### src/hdl/msb_pkg.sv
// constants and types for the multiplexed strobe bus port
// assumes a single 10 MHz clock domain
package msb_pkg;
	localparam int BUS_W = 8;
	localparam int SYNC_STAGES = 2;
	localparam logic [BUS_W-1:0] ADDR_RST = 8'h00;
	localparam logic [BUS_W-1:0] DATA_RST = 8'h00;
	typedef logic [BUS_W-1:0] msb_byte_t;
	typedef enum logic [2:0] {
		MSB_IDLE = 3'b001,
		MSB_WRITE = 3'b010,
		MSB_READ = 3'b100
	} msb_state_t;
endpackage : msb_pkg

### src/hdl/msb_sync.sv
// two-flop synchroniser for a group of pin levels
// assumes inputs are asynchronous to ref_clk
`timescale 1ns/1ns
module msb_sync #(
	parameter int W = 1,
	parameter logic [W-1:0] RST_VAL = '0
) (
	input wire logic ref_clk,
	input wire logic rst,
	input wire logic [W-1:0] d,
	output logic [W-1:0] q
);
	logic [W-1:0] meta_q;
	// first stage feeds only the second stage
	always_ff @(posedge ref_clk) begin
		if (rst) begin
			meta_q <= RST_VAL;
			q <= RST_VAL;
		end else begin
			meta_q <= d;
			q <= meta_q;
		end
	end
endmodule : msb_sync

### src/hdl/msb_port.sv
// muxed address/data strobe port facing the host bus
// assumes host drives all strobes; core register file sits on the user side
`timescale 1ns/1ns
module msb_port
	import msb_pkg::*;
#(
	parameter int BW = BUS_W
) (
	input wire logic ref_clk,
	input wire logic rst,
	input wire logic [BW-1:0] muxed_bus_i,
	output logic [BW-1:0] muxed_bus_o,
	output logic muxed_bus_oe,
	input wire logic ale,
	input wire logic cs_n,
	input wire logic wr_n,
	input wire logic rd_n,
	output logic [BW-1:0] reg_addr,
	output logic reg_wr,
	output logic [BW-1:0] reg_wdata,
	output logic reg_rd,
	input wire logic [BW-1:0] reg_rdata
);
	// ============================================================
	// synchronisers
	localparam int SW = BW + 4;
	logic [SW-1:0] raw;
	logic [SW-1:0] syn;
	logic [BW-1:0] bus_s;
	logic ale_s;
	logic cs_n_s;
	logic wr_n_s;
	logic rd_n_s;
	assign raw = {muxed_bus_i, ale, cs_n, wr_n, rd_n};
	// strobes idle inactive so reset does not fake an edge
	msb_sync #(.W(SW), .RST_VAL({{BW{1'b0}}, 4'h7})) u_sync (
		.ref_clk(ref_clk),
		.rst(rst),
		.d(raw),
		.q(syn)
	);
	assign {bus_s, ale_s, cs_n_s, wr_n_s, rd_n_s} = syn;

	// ============================================================
	// edge detection on synchronised strobes
	logic ale_q;
	logic wr_n_q;
	logic [BW-1:0] bus_q;
	always_ff @(posedge ref_clk) begin
		if (rst) begin
			ale_q <= 1'b0;
			wr_n_q <= 1'b1;
			bus_q <= DATA_RST;
		end else begin
			ale_q <= ale_s;
			wr_n_q <= wr_n_s;
			bus_q <= bus_s;
		end
	end
	logic ale_fall;
	logic wr_rise;
	logic rd_act;
	logic wr_act;
	assign ale_fall = ale_q & ~ale_s;
	// data sampled at the end of the strobe, when it must be stable
	assign wr_rise = ~wr_n_q & wr_n_s;
	// a strobe counts only while chip select is low
	function automatic logic strobe_on(input logic strobe_n, input logic sel_n);
		return ~strobe_n & ~sel_n;
	endfunction : strobe_on
	assign rd_act = strobe_on(rd_n_s, cs_n_s);
	assign wr_act = strobe_on(wr_n_s, cs_n_s);

	// ============================================================
	// address latch
	logic [BW-1:0] addr_q;
	// latches regardless of chip select; uses bus value from before the fall
	always_ff @(posedge ref_clk) begin
		if (rst) begin
			addr_q <= ADDR_RST;
		end else if (ale_fall) begin
			addr_q <= bus_q;
		end
	end
	assign reg_addr = addr_q;

	// ============================================================
	// cycle state
	msb_state_t state_q;
	always_ff @(posedge ref_clk) begin
		if (rst) begin
			state_q <= MSB_IDLE;
		end else begin
			case (state_q)
				MSB_IDLE: begin
					if (rd_act) begin
						state_q <= MSB_READ;
					end else if (wr_act) begin
						state_q <= MSB_WRITE;
					end
				end
				MSB_WRITE: begin
					if (wr_n_s) begin
						state_q <= MSB_IDLE;
					end
				end
				MSB_READ: begin
					if (rd_n_s | cs_n_s) begin
						state_q <= MSB_IDLE;
					end
				end
				default: begin
					state_q <= MSB_IDLE;
				end
			endcase
		end
	end

	// ============================================================
	// write path: one pulse per strobe, only if chip select is still low when the strobe ends
	logic wr_q;
	logic [BW-1:0] wdata_q;
	always_ff @(posedge ref_clk) begin
		if (rst) begin
			wr_q <= 1'b0;
			wdata_q <= DATA_RST;
		end else begin
			wr_q <= (state_q == MSB_WRITE) & wr_rise & ~cs_n_s;
			if ((state_q == MSB_WRITE) & ~wr_n_s) begin
				wdata_q <= bus_s;
			end
		end
	end
	assign reg_wr = wr_q;
	assign reg_wdata = wdata_q;

	// ============================================================
	// read path
	logic oe_q;
	logic rd_q;
	logic [BW-1:0] rdata_q;
	always_ff @(posedge ref_clk) begin
		if (rst) begin
			oe_q <= 1'b0;
			rd_q <= 1'b0;
			rdata_q <= DATA_RST;
		end else begin
			oe_q <= rd_act;
			rd_q <= rd_act & (state_q == MSB_IDLE);
			if (rd_act) begin
				rdata_q <= reg_rdata;
			end
		end
	end
	assign muxed_bus_oe = oe_q;
	assign muxed_bus_o = rdata_q;
	assign reg_rd = rd_q;

	// ============================================================
	// checks
	AST_WR_NEEDS_CS: assert property (@(posedge ref_clk) disable iff (rst)
		reg_wr |-> $past(~cs_n_s) && $past(wr_rise))
		else $error("write pulse without chip select or strobe end");
	AST_ONE_WR: assert property (@(posedge ref_clk) disable iff (rst)
		reg_wr |=> !reg_wr)
		else $error("more than one write per strobe");
	AST_OE_FOLLOWS_RD: assert property (@(posedge ref_clk) disable iff (rst)
		muxed_bus_oe == $past(rd_act))
		else $error("drive enable not tied to read with chip select");
	AST_RELEASE: assert property (@(posedge ref_clk) disable iff (rst)
		rd_n_s |=> !muxed_bus_oe)
		else $error("bus still driven after read strobe rose");
	AST_ADDR_LATCH: assert property (@(posedge ref_clk) disable iff (rst)
		ale_fall |=> reg_addr == $past(bus_q))
		else $error("address not latched on strobe fall");
	AST_ADDR_HOLD: assert property (@(posedge ref_clk) disable iff (rst)
		!ale_fall |=> $stable(reg_addr))
		else $error("address changed without strobe fall");
	AST_NO_CS_NO_OE: assert property (@(posedge ref_clk) disable iff (rst)
		$past(cs_n_s) |-> !muxed_bus_oe)
		else $error("bus driven without chip select");
	AST_WDATA: assert property (@(posedge ref_clk) disable iff (rst)
		reg_wr |-> reg_wdata == $past(bus_s, 2))
		else $error("write data not last strobe sample");
	AST_RD_WITH_OE: assert property (@(posedge ref_clk) disable iff (rst)
		reg_rd |-> muxed_bus_oe)
		else $error("read start pulse without bus drive");
	AST_NO_WR_IN_READ: assert property (@(posedge ref_clk) disable iff (rst)
		(state_q == MSB_READ) |-> !reg_wr)
		else $error("write pulse during a read cycle");
	AST_STATE_ONEHOT: assert property (@(posedge ref_clk) disable iff (rst)
		$onehot(state_q))
		else $error("cycle state not one-hot");

	// ============================================================
	// write count helper
	// writes since the strobe last fell; a slow release must not count twice
	logic [1:0] wr_cnt_q;
	always_ff @(posedge ref_clk) begin
		if (rst) begin
			wr_cnt_q <= 2'h0;
		end else if (wr_n_q & ~wr_n_s) begin
			wr_cnt_q <= 2'h0;
		end else if (reg_wr & ~&wr_cnt_q) begin
			wr_cnt_q <= wr_cnt_q + 2'h1;
		end
	end
	AST_WR_PER_PULSE: assert property (@(posedge ref_clk) disable iff (rst)
		wr_cnt_q <= 2'h1)
		else $error("second write within one strobe pulse");
endmodule : msb_port

### config.mk
export PLATFORM = sky130hd
export DESIGN_NAME = msb_port
export DESIGN_NICKNAME = d
export VERILOG_FILES = /design/src/hdl/msb_pkg.sv /design/src/hdl/msb_sync.sv /design/src/hdl/msb_port.sv
export SDC_FILE = /design/constraint.sdc
export NUM_CORES = 1
export LEC_CHECK = 0
export BUFFER_PORTS_ARGS = -buffer_cell sky130_fd_sc_hd__buf_2
export CAP_MARGIN = 10
export CORE_MARGIN = 2
export CORE_UTILIZATION = 40
export CTS_CLUSTER_DIAMETER = 150
export DETAILED_ROUTE_END_ITERATION = 6
export GPL_TIMING_DRIVEN = 0
export PLACE_DENSITY = 0.64
export SETUP_SLACK_MARGIN = 0.5
export SYNTH_ARGS = -nofsm -noshare
export SYNTH_HDL_FRONTEND = slang
export SYNTH_SLANG_ARGS = --single-unit
### constraint.sdc
create_clock -name ref_clk -period 1.14 [get_ports ref_clk]
set_input_delay 0.228 -clock ref_clk [delete_from_list [all_inputs] [get_ports ref_clk]]
set_output_delay 0.228 -clock ref_clk [all_outputs]
set_load 0.005 [all_outputs]
==> metrics.log, run 1 <==
[metrics] status: complete, but fails checks
[metrics] failing checks: setup timing
[metrics] post-route setup slack: -0.00339 ns
[metrics] transition time at the pin with the least slew margin: 0.733 ns
[metrics] total die area: 5670 um2
[metrics] register area share after synthesis: 63.0%
[metrics] minimum clock period: 1.14 ns
[metrics] pin count of the biggest net entering global routing: 12
[metrics] slowest cell on the critical path: sky130_fd_sc_hd__dfxtp_2
[metrics] number of optimization iterations in the first detailed-route pass: 4
[metrics] compound-cell area share of the yosys netlist: 5.90%
[metrics] library cell used as clock root buffer: sky130_fd_sc_hd__clkbuf_8
[metrics] adder-cell share of the synthesized area: 0%
[metrics] Yosys cell types: 23
[metrics] power per cell area: 1490 nW/um2
[metrics] top-count cell post-synth: sky130_fd_sc_hd__dfxtp_1
[metrics] Largest delay share family, worst path: simple AND/OR/NAND/NOR gates
[metrics] gate count of the mapped netlist: 201
[metrics] Top Ports: 49
[metrics] Required @ worst endpoint: 1.39 ns
[metrics] horizontal die dimension: 75.3 um
[metrics] Worst path max stage delay: 0.31 ns
[metrics] std cell rows: 25
[metrics] number of endpoints with negative hold slack in the final report: 0
[metrics] switching power summed over all nets: 0.970 mW
[metrics] Comb pwr share: 4.7%
[metrics] Starting Density: 42.2%
[metrics] maximum clock skew at final layout: 0.00672 ns
[metrics] commonest register cell after synthesis: sky130_fd_sc_hd__dfxtp_1
[metrics] clock slew seen by the registers of the worst setup and hold paths: 0.07 ns
[metrics] Layout Cells excl Fill: 341
[metrics] via count: 1,584
[metrics] half-perimeter wire length of the detailed placement result: 2.44 mm
[metrics] Die H: 75.3 um
[metrics] final max-slew violation count: 0
[metrics] Power Internal: 3.61 mW
[metrics] upper clock frequency limit: 875 MHz
[metrics] cell types with the largest area share after synthesis: sky130_fd_sc_hd__dfxtp_1 (63%), sky130_fd_sc_hd__nor2b_1 (8.9%), sky130_fd_sc_hd__nand2_1 (6.3%)
[metrics] count of maximum capacitance violations: 0
[metrics] clock buffer depth: 2
[metrics] nets@finish: 291
[metrics] XOR/XNOR Fraction of Synth Area: 0.431%
[metrics] RSZ-0062 raised after global routing: yes
[metrics] crit path DAT: 1.39 ns
[metrics] Sink Count: 64
[metrics] Inst Count DP: 315
[metrics] number of global-route vias before repair: 1,345
[metrics] Clock Latency Late Sink: 0.34 ns
[metrics] aggregate routed wire length: 4.27 mm
[metrics] layout overhead on the synthesized area: 51.2%
[metrics] proportion of power drawn by the clock network: 44.8%
[metrics] Clock H-tree levels: 3
[metrics] total clock buffers created by CTS: 9
[metrics] top cell type by total area after synthesis: sky130_fd_sc_hd__dfxtp_1
[metrics] number of I/O port buffers: 47
[metrics] synthesized flop and latch total: 64
[metrics] Switching Fraction: 21.2%
[metrics] share of cells above drive strength 1: 59.9%
[metrics] Mapped Area: 2030 um2
[metrics] leakage component of the power: 1.27 nW
[metrics] final std cell area, no fill: 3080 um2
[metrics] sort of element at the end of the critical path: flip-flop
[metrics] final clock period utilization by the worst path: 100%
[metrics] setup slack after placement: -0.0114 ns
[metrics] routed len/inst: 12.5 um
[metrics] global-route wire length before repair: 5.89 mm
[metrics] asr flop ratio synth: 0%
[metrics] Avg Vias per Cell: 4.65
[metrics] path class of the lowest-slack min-delay path: input pin to flip-flop
[metrics] crit path cell chain: buf_6 -> nor4b_4 -> a21oi_1 -> o22a_1 -> nor4_2
[metrics] number of design rule violations left after detail routing: 0
[metrics] post-synthesis net count: 223
[metrics] worst rel slew slack: 51.1%
[metrics] Core Region: 4820 um2
[metrics] Placed Area: 2480 um2
[metrics] First DRT Iteration DRCs: 69
[metrics] GRT Total Usage: 14.8%
[metrics] fraction of power consumed by sequential logic: 50.6%
[metrics] synth warn: 0
[metrics] count of antenna-violating nets left after detailed routing: 0
[metrics] kind of start point of the critical path: flip-flop
[metrics] Synth Area in Simple Gates: 23.8%
[metrics] worst vdd rail ir drop: 699 uV
[metrics] Final setup viols: 2
[metrics] type of the setup path with the least slack: flip-flop to flip-flop
[metrics] hold buffer count at cts: 0
[metrics] Mean Syn Cell Area: 10.1 um2
[metrics] total congestion overflow: 0
[metrics] placer congestion estimate: 0.700
[metrics] number of synthesized flops with an enable pin: 0
[metrics] portion of netlist area occupied by mux cells: 3.94%
[metrics] top cells by instance count after synthesis: sky130_fd_sc_hd__dfxtp_1 (64), sky130_fd_sc_hd__nand2_1 (34), sky130_fd_sc_hd__nor2b_1 (29), sky130_fd_sc_hd__a21oi_1 (19), sky130_fd_sc_hd__nor2_1 (13)
[metrics] top cell type's share of synthesized area: 63.0%
[metrics] Buffers & Inverters on Critical Path: 1
[metrics] CP max FO: 7
[metrics] main combinational cell family by area after synthesis: simple AND/OR/NAND/NOR gates
[metrics] # diodes: 0
[metrics] clock tree from TritonCTS: built
[metrics] antenna violations before repair: 0
[metrics] Fin Setup TNS: -0.00570 ns
through the flow:
step | hold WS [ns] | util, % | power [mW]
after floorplan | 0.342 | - | 2.48
after global placement | 0.383 | 51.5 | 2.55
after detailed placement | 0.387 | 51.5 | 2.55
after CTS | 0.0745 | 58.7 | 4.58
after global routing | 0.0770 | 63.9 | 4.72
final | 0.0872 | 63.9 | 4.58
cell families after synthesis:
group,count (synthesis)
and+or+nand+nor,94
DFF,64
AOI/OAI and AO/OA,22
buffers and inverters,12
muxes,8
xor gates and xnor gates,1
worst register-to-register path, stage by stage (launching register included):
cell	delay [ns]
sky130_fd_sc_hd__dfxtp_2	0.31
sky130_fd_sc_hd__buf_6	0.13
sky130_fd_sc_hd__nor4b_4	0.25
sky130_fd_sc_hd__a21oi_1	0.08
sky130_fd_sc_hd__o22a_1	0.18
sky130_fd_sc_hd__nor4_2	0.12
cell type report:
| class | count | area, um2 |
|---|---|---|
| Buffer | 12 | 151 |
| Clock buffer | 12 | 166 |
| Clock inverter | 4 | 50.0 |
| Fill cell | 415 | 1740 |
| Multi-Input combinational cell | 125 | 897 |
| Sequential cell | 64 | 1330 |
| Tap cell | 67 | 83.8 |
| Timing Repair Buffer | 57 | 395 |
state kept, by name, indices dropped and copies added, names as in the netlist, 3 cells and up:
signal / flops
bus_q: 8
reg_addr: 8
u_sync.meta_q: 12
muxed_bus_o: 8
u_sync.q: 12
reg_wdata: 8
state_q: 3
power groups by stage:
stage / Sequential (mW) / Combinational, mW / Clock (mW)
after floorplan: 2.36 / 0.129 / 0
after global routing: 2.32 / 0.236 / 2.17
final: 2.31 / 0.214 / 2.05
after global placement: 2.36 / 0.187 / 0
after detailed placement: 2.36 / 0.188 / 0
after CTS: 2.31 / 0.195 / 2.07
metal layers:
| layer | part of all wire [%] | GRT usage, % | wire (um) | vias to the layer above |
|---|---|---|---|---|
| met5 | 0 | 0 | 0 | - |
| met2 | 51 | 23.3 | 2160 | 42 |
| met4 | 1.9 | 11.1 | 83 | 0 |
| met1 | 42 | 16.3 | 1780 | 745 |
| li1 | - | - | - | 786 |
| met3 | 5.7 | 5.42 | 242 | 11 |
cells in the final DEF (no fill, tap or decap), types with 2 or more instances in the layout:
master,synthesis,layout
sky130_fd_sc_hd__buf_8,0,2
sky130_fd_sc_hd__nor2b_4,0,2
sky130_fd_sc_hd__nor2b_1,29,27
sky130_fd_sc_hd__buf_4,1,6
sky130_fd_sc_hd__clkbuf_16,0,3
sky130_fd_sc_hd__nand2_4,0,4
sky130_fd_sc_hd__buf_2,3,38
sky130_fd_sc_hd__nand2_2,0,12
sky130_fd_sc_hd__clkbuf_8,0,14
sky130_fd_sc_hd__nand2_1,34,18
sky130_fd_sc_hd__or2_4,0,8
sky130_fd_sc_hd__nor2_4,0,3
sky130_fd_sc_hd__dfxtp_4,0,3
sky130_fd_sc_hd__dfxtp_1,64,29
sky130_fd_sc_hd__nor2_1,13,10
sky130_fd_sc_hd__mux2i_1,8,8
sky130_fd_sc_hd__buf_6,1,15
sky130_fd_sc_hd__a21oi_2,0,11
sky130_fd_sc_hd__dfxtp_2,0,32
sky130_fd_sc_hd__nor4_2,1,2
sky130_fd_sc_hd__clkinvlp_4,0,2
sky130_fd_sc_hd__a21oi_1,19,8
sky130_fd_sc_hd__clkbuf_1,7,3
what timing repair did:
action                                 4_1_cts  5_1_grt
gates resized for setup                     36       57
endpoints found under the hold margin        0        0
cloned                                       1        1
pin swaps                                    4       20
setup endpoints to repair                   58       60
buffers inserted                             6        2
final timing paths:
check,from,to,slack [ns],cells after the start
setup / recovery,u_sync.q[0],state_q[1],-0.003,5
hold / removal,wr_n,u_sync.meta_q[1],0.09,2
setup reg to reg,u_sync.q[0],state_q[1],-0.003,5
hold reg to reg,wr_n_q,reg_wr,0.40,1
No activity file was read; power rests on OpenSTA's default activity.
==> run 2: changes to the inputs <==
--- a/config.mk
+++ b/config.mk
@@ -7,12 +7,15 @@
 export LEC_CHECK = 0
 export BUFFER_PORTS_ARGS = -buffer_cell sky130_fd_sc_hd__buf_2
 export CAP_MARGIN = 10
+export CELL_PAD_IN_SITES_DETAIL_PLACEMENT = 1
+export CELL_PAD_IN_SITES_GLOBAL_PLACEMENT = 2
+export CORE_ASPECT_RATIO = 0.5
 export CORE_MARGIN = 2
-export CORE_UTILIZATION = 40
+export CORE_UTILIZATION = 28
 export CTS_CLUSTER_DIAMETER = 150
 export DETAILED_ROUTE_END_ITERATION = 6
 export GPL_TIMING_DRIVEN = 0
-export PLACE_DENSITY = 0.64
+export PLACE_DENSITY = 0.71
 export SETUP_SLACK_MARGIN = 0.5
 export SYNTH_ARGS = -nofsm -noshare
 export SYNTH_HDL_FRONTEND = slang
==> metrics.log, run 2 (same netlist as run 1, synthesis figures left out) <==
[metrics] status: complete, but fails checks
[metrics] failing checks: setup timing
[metrics] worst hold slack across all endpoints: 0.0947 ns
[metrics] total congestion overflow: 0
[metrics] clock slew seen by the registers of the worst setup and hold paths: 0.05 ns
[metrics] hold buffer count at cts: 0
[metrics] Largest delay share family, worst path: flip-flops
[metrics] Final setup viols: 1
[metrics] total die area: 8010 um2
[metrics] count of maximum capacitance violations: 0
[metrics] Sink Count: 64
[metrics] clock buffer depth: 2
[metrics] slowest cell on the critical path: sky130_fd_sc_hd__dfxtp_1
[metrics] global-route wire length before repair: 7.81 mm
[metrics] total clock buffers created by CTS: 9
[metrics] final clock period utilization by the worst path: 101%
[metrics] placer congestion estimate: 0.675
[metrics] library cell used as clock root buffer: sky130_fd_sc_hd__clkbuf_16
[metrics] Required @ worst endpoint: 1.35 ns
[metrics] type of the setup path with the least slack: flip-flop to flip-flop
[metrics] transition time at the pin with the least slew margin: 0.676 ns
[metrics] Core Region: 6860 um2
[metrics] First DRT Iteration DRCs: 32
[metrics] final max-slew violation count: 0
[metrics] count of antenna-violating nets left after detailed routing: 0
[metrics] number of I/O port buffers: 47
[metrics] power per cell area: 1680 nW/um2
[metrics] minimum clock period: 1.15 ns
[metrics] std cell rows: 21
[metrics] clock tree from TritonCTS: built
[metrics] routed len/inst: 13.3 um
[metrics] antenna violations before repair: 0
[metrics] number of endpoints with negative hold slack in the final report: 0
[metrics] CP max FO: 6
[metrics] # diodes: 0
[metrics] Buffers & Inverters on Critical Path: 2
[metrics] half-perimeter wire length of the detailed placement result: 3.14 mm
[metrics] Die H: 64.3 um
[metrics] layout overhead on the synthesized area: 56.5%
[metrics] sort of element at the end of the critical path: flip-flop
[metrics] upper clock frequency limit: 870 MHz
[metrics] horizontal die dimension: 125 um
[metrics] crit path DAT: 1.36 ns
[metrics] nets@finish: 295
[metrics] share of cells above drive strength 1: 57.2%
[metrics] Clock H-tree levels: 3
[metrics] top library cells by usage in the layout, fill and taps aside: sky130_fd_sc_hd__buf_2 (38), sky130_fd_sc_hd__dfxtp_2 (31), sky130_fd_sc_hd__dfxtp_1 (30)
[metrics] number of optimization iterations in the first detailed-route pass: 4
[metrics] GRT Total Usage: 13.2%
[metrics] Worst path max stage delay: 0.30 ns
[metrics] path class of the lowest-slack min-delay path: input pin to flip-flop
[metrics] kind of start point of the critical path: flip-flop
[metrics] worst rel slew slack: 54.9%
[metrics] post-route setup slack: -0.00918 ns
[metrics] maximum clock skew at final layout: 0.00519 ns
[metrics] leakage component of the power: 1.33 nW
[metrics] number of global-route vias before repair: 1,541
[metrics] via count: 1,571
[metrics] Clock Latency Late Sink: 0.33 ns
[metrics] most frequent standard cell in the layout excluding fill and tap cells: sky130_fd_sc_hd__buf_2
[metrics] largest registers: u_sync.meta_q (12), u_sync.q (12)
[metrics] aggregate routed wire length: 4.93 mm
[metrics] RSZ-0062 raised after global routing: yes
[metrics] utilization of the core after routing: 46.4%
[metrics] Top Ports: 49
[metrics] crit path cell chain: buf_6 -> buf_4 -> a21oi_2 -> a2bb2oi_1 -> nor3_1 -> o21bai_1
[metrics] Avg Vias per Cell: 4.25
[metrics] Starting Density: 29.7%
[metrics] pin count of the biggest net entering global routing: 12
[metrics] number of design rule violations left after detail routing: 0
[metrics] worst vdd rail ir drop: 905 uV
## run 2: cell type report
class,count,area [um2]
Clock buffer,12,267
Clock inverter,4,51.3
Buffer,12,155
Timing Repair Buffer,61,418
Multi-Input combinational cell,125,846
Sequential cell,64,1330
Tap cell,92,115
Fill cell,763,3670
## run 2: final timing paths
check	startpoint	endpoint	slack, ns	cells past startpoint
max reg2reg	u_sync.q[0]	state_q[0]	-0.009	6
max	u_sync.q[0]	state_q[0]	-0.009	6
min	rd_n	u_sync.meta_q[0]	0.09	2
min reg2reg	wr_n_q	reg_wr	0.39	1
## run 2: metrics by stage
step / instance area (um2) / instances / TNS [ns] / worst slack [ns] / power [mW]
after CTS: 2950 / 364 / 0 / 0.0131 / 5.41
after floorplan: 2160 / 201 / 0 / 0.0948 / 2.48
after global routing: 3180 / 370 / -0.421 / -0.103 / 5.59
final: 3180 / 370 / -0.00918 / -0.00918 / 5.36
after detailed placement: 2510 / 340 / -0.0261 / -0.0261 / 2.56
after global placement: 2510 / 340 / -0.000979 / -0.000979 / 2.55
## run 2: power by group
part           switching (mW)  internal (mW)
logic                  0.0956          0.125
registers              0.0257           2.29
clock network           0.954           1.87
total                    1.08           4.28
## run 2: metal layers
metal  global-route usage (%)  vias up  wire length (um)
met5                        0        -                 0
met4                     7.58        0               101
met3                     6.28        9               260
met2                     20.2       31              2310
met1                     15.2      740              2250
li1                         -      791                 -
## run 2: timing repair
item                                    CTS  global route
buffers inserted                          7             5
pin swaps                                 2            15
endpoints found under the setup margin   58            60
gates resized for setup                  33            45
endpoints found under the hold margin     0             0
cloned                                    1             1
==> run 3: changes to the inputs <==
--- a/config.mk
+++ b/config.mk
@@ -5,17 +5,17 @@
 export SDC_FILE = /design/constraint.sdc
 export NUM_CORES = 1
 export LEC_CHECK = 0
+export ABC_AREA = 1
 export BUFFER_PORTS_ARGS = -buffer_cell sky130_fd_sc_hd__buf_2
-export CAP_MARGIN = 10
 export CELL_PAD_IN_SITES_DETAIL_PLACEMENT = 1
 export CELL_PAD_IN_SITES_GLOBAL_PLACEMENT = 2
 export CORE_ASPECT_RATIO = 0.5
 export CORE_MARGIN = 2
-export CORE_UTILIZATION = 28
+export CORE_UTILIZATION = 27
 export CTS_CLUSTER_DIAMETER = 150
 export DETAILED_ROUTE_END_ITERATION = 6
 export GPL_TIMING_DRIVEN = 0
-export PLACE_DENSITY = 0.71
+export PLACE_DENSITY = 0.72
 export SETUP_SLACK_MARGIN = 0.5
 export SYNTH_ARGS = -nofsm -noshare
 export SYNTH_HDL_FRONTEND = slang
==> constraint.sdc (replaced) <==
create_clock -name ref_clk -period 1.14 [get_ports ref_clk]
set_input_delay 0.228 -clock ref_clk [delete_from_list [all_inputs] [get_ports ref_clk]]
set_output_delay 0.228 -clock ref_clk [all_outputs]
set_load 0.01 [all_outputs]
==> metrics.log, run 3 <==
[metrics] critical path capture point: reg_wdata[5]
[metrics] via count: 1,594
[metrics] XOR/XNOR Fraction of Synth Area: 0%
[metrics] pin count of the biggest net entering global routing: 11
[metrics] number of synthesized flops with an enable pin: 0
[metrics] upper clock frequency limit: 925 MHz
[metrics] post-route setup slack: 0.0592 ns
[metrics] number of optimization iterations in the first detailed-route pass: 2
[metrics] top library cells by usage in the layout, fill and taps aside: sky130_fd_sc_hd__nor2_1 (74), sky130_fd_sc_hd__dfxtp_2 (33), sky130_fd_sc_hd__dfxtp_1 (30)
[metrics] Critical Path Stages: 6
[metrics] number of design rule violations left after detail routing: 0
[metrics] final max-slew violation count: 0
[metrics] number of I/O port buffers: 48
[metrics] Buffers & Inverters on Critical Path: 2
[metrics] Die H: 64.7 um
[metrics] path class of the lowest-slack min-delay path: input pin to flip-flop
[metrics] asr flop ratio synth: 0%
[metrics] Setup crit start: state_q[0]
[metrics] share of cells above drive strength 1: 48.7%
[metrics] slowest cell on the critical path: sky130_fd_sc_hd__dfxtp_2
[metrics] library cell used as clock root buffer: sky130_fd_sc_hd__clkbuf_16
[metrics] type of the setup path with the least slack: flip-flop to flip-flop
[metrics] portion of netlist area occupied by mux cells: 0%
[metrics] post-synthesis net count: 252
[metrics] leakage component of the power: 1.44 nW
[metrics] cell types with the largest area share after synthesis: sky130_fd_sc_hd__dfxtp_1 (64%), sky130_fd_sc_hd__nor2_1 (15%), sky130_fd_sc_hd__o21ai_0 (6.0%)
[metrics] Synth Area in Simple Gates: 20.8%
[metrics] total clock buffers created by CTS: 9
[metrics] Layout Cells excl Fill: 404
[metrics] reg-to-reg startpoint: state_q[0]
[metrics] Mean Syn Cell Area: 8.64 um2
[metrics] main combinational cell family by area after synthesis: simple AND/OR/NAND/NOR gates
[metrics] Largest delay share family, worst path: simple AND/OR/NAND/NOR gates
[metrics] total die area: 8110 um2
[metrics] setup slack after placement: -0.0588 ns
[metrics] routed len/inst: 11.5 um
[metrics] GRT Total Usage: 12.4%
[metrics] worst r2r dst: reg_wdata[5]
[metrics] Inst Count DP: 374
[metrics] top-count cell post-synth: sky130_fd_sc_hd__nor2_1
[metrics] std cell rows: 22
[metrics] number of cells on the worst reg-to-reg path: 6
[metrics] internal reg-to-reg setup slack: 0.06 ns
[metrics] # diodes: 0
[metrics] First DRT Iteration DRCs: 56
[metrics] status: complete, no violations
[metrics] minimum clock period: 1.08 ns
[metrics] worst vdd rail ir drop: 716 uV
[metrics] crit path cell chain: inv_2 -> nand3_4 -> nor2_4 -> buf_6 -> o21ai_0 -> nor2_1
[metrics] Sink Count: 64
[metrics] clock slew seen by the registers of the worst setup and hold paths: 0.05 ns
[metrics] antenna violations before repair: 0
[metrics] kind of start point of the critical path: flip-flop
[metrics] Top Ports: 49
[metrics] adder-cell share of the synthesized area: 0%
[metrics] half-perimeter wire length of the detailed placement result: 3.23 mm
[metrics] Worst path max stage delay: 0.32 ns
[metrics] sort of element at the end of the critical path: flip-flop
[metrics] synth warn: 0
[metrics] largest registers: u_sync.meta_q (12), u_sync.q (12)
[metrics] Fin Setup TNS: 0 ns
[metrics] top cell type by total area after synthesis: sky130_fd_sc_hd__dfxtp_1
[metrics] count of antenna-violating nets left after detailed routing: 0
[metrics] layout overhead on the synthesized area: 58.9%
[metrics] register area share after synthesis: 64.4%
[metrics] transition time at the pin with the least slew margin: 0.240 ns
[metrics] Avg Vias per Cell: 3.95
[metrics] Mapped Area: 1990 um2
[metrics] count of maximum capacitance violations: 0
[metrics] Final setup viols: 0
[metrics] clock tree from TritonCTS: built
[metrics] compound-cell area share of the yosys netlist: 6.61%
[metrics] Required @ worst endpoint: 1.39 ns
[metrics] maximum clock skew at final layout: 0.00397 ns
[metrics] Yosys cell types: 17
[metrics] number of endpoints with negative hold slack in the final report: 0
[metrics] crit path DAT: 1.33 ns
[metrics] number of global-route vias before repair: 1,609
[metrics] RSZ-0062 raised after global routing: yes
[metrics] Core Region: 7240 um2
[metrics] Clock H-tree levels: 3
[metrics] global-route wire length before repair: 7.65 mm
[metrics] power per cell area: 1730 nW/um2
[metrics] worst rel slew slack: 83.9%
[metrics] top cells by instance count after synthesis: sky130_fd_sc_hd__nor2_1 (81), sky130_fd_sc_hd__dfxtp_1 (64), sky130_fd_sc_hd__inv_1 (31), sky130_fd_sc_hd__o21ai_0 (24)
[metrics] hold buffer count at cts: 0
[metrics] CP max FO: 5
[metrics] gate count of the mapped netlist: 230
[metrics] synthesized flop and latch total: 64
[metrics] clock buffer depth: 2
[metrics] commonest register cell after synthesis: sky130_fd_sc_hd__dfxtp_1
[metrics] Clock Latency Late Sink: 0.32 ns
[metrics] total congestion overflow: 0
[metrics] top cell type's share of synthesized area: 64.4%
[metrics] placer congestion estimate: 0.698
[metrics] Starting Density: 27.5%
[metrics] most frequent standard cell in the layout excluding fill and tap cells: sky130_fd_sc_hd__nor2_1
[metrics] horizontal die dimension: 125 um
[metrics] final clock period utilization by the worst path: 94.8%
[metrics] aggregate routed wire length: 4.63 mm
[metrics] nets@finish: 326
## run 3: cell types whose count changed in the layout (fill, tap and decap cells not counted), moves of 10 or more
cell	before	now
sky130_fd_sc_hd__a21oi_1	11	1
sky130_fd_sc_hd__nand2_1	25	5
sky130_fd_sc_hd__nor2_1	11	74
sky130_fd_sc_hd__o21ai_1	0	13
sky130_fd_sc_hd__inv_1	0	26
sky130_fd_sc_hd__buf_6	12	29
sky130_fd_sc_hd__buf_2	38	24
sky130_fd_sc_hd__nor2b_1	26	0
## run 3: cell families (layout without fill, tap and decap cells)
kind of cell    count (synthesis)  count (layout)
simple gates                  100             101
compound gates                 26              26
flops                          64              64
buf+inv                        40             117
## run 3: how the worst min path moves through the flow
stage / startpoint / endpoint / slack (ns) / cells past startpoint
finish: cs_n / u_sync.meta_q[2] / 0.11 / 2
global route: cs_n / u_sync.meta_q[2] / 0.09 / 2
CTS: cs_n / u_sync.meta_q[2] / 0.1 / 2
detailed placement: wr_n_q / reg_wr / 0.39 / 1
global placement: wr_n_q / reg_wr / 0.38 / 1
floorplan: muxed_bus_i[6] / u_sync.meta_q[10] / 0.33 / 2
## run 3: timing repair
| action | 4_1_cts | 5_1_grt |
|---|---|---|
| setup buffers | 7 | 7 |
| pin swaps | 13 | 7 |
| setup endpoints to repair | 58 | 60 |
| gates cloned | 1 | 0 |
| endpoints found under the hold margin | 0 | 0 |
| gates resized for setup | 81 | 21 |
## run 3: worst register-to-register path, delay by kind of cell, from the launching register on
kind	cells	cell delay, ns
compound gates	1	0.08
buf+inv	2	0.24
flops	1	0.32
simple gates	3	0.37
## run 3: metrics by stage
| step | area, um2 | util (%) | total power [mW] | hold WS (ns) |
|---|---|---|---|---|
| 5_1_grt | 3160 | 43.6 | 5.72 | 0.0941 |
| 2_1_floorplan | 2040 | - | 2.49 | 0.335 |
| 6_report | 3160 | 43.6 | 5.48 | 0.106 |
| 4_1_cts | 3030 | 41.8 | 5.53 | 0.0976 |
| 3_3_place_gp | 2400 | 33.2 | 2.58 | 0.383 |
| 3_5_place_dp | 2400 | 33.2 | 2.59 | 0.394 |
## run 3: final cells by class
type	instances	area [um2]
plain buffers	7	58.8
clock buffers	12	256
clock inverters	3	65.1
fillers	830	4080
inverters	33	143
multi-input cells	127	674
flip-flops and latches	64	1330
well taps	96	120
repair buffers	62	515
## run 3: where the power goes
| part | leakage, nW | internal (mW) | switching [mW] | total (mW) |
|---|---|---|---|---|
| combinational | 0.750 | 0.126 | 0.122 | 0.247 |
| clock | 0.159 | 2.01 | 0.867 | 2.88 |
| sequential | 0.536 | 2.31 | 0.0385 | 2.35 |
## run 3: routing by layer
metal / routed length (um) / vias to the layer above / track usage, %
met5: 0 / - / 0
met3: 210 / 5 / 5.86
met1: 2280 / 714 / 15.3
li1: - / 842 / -
met2: 2090 / 33 / 19.4
met4: 48 / 0 / 3.75
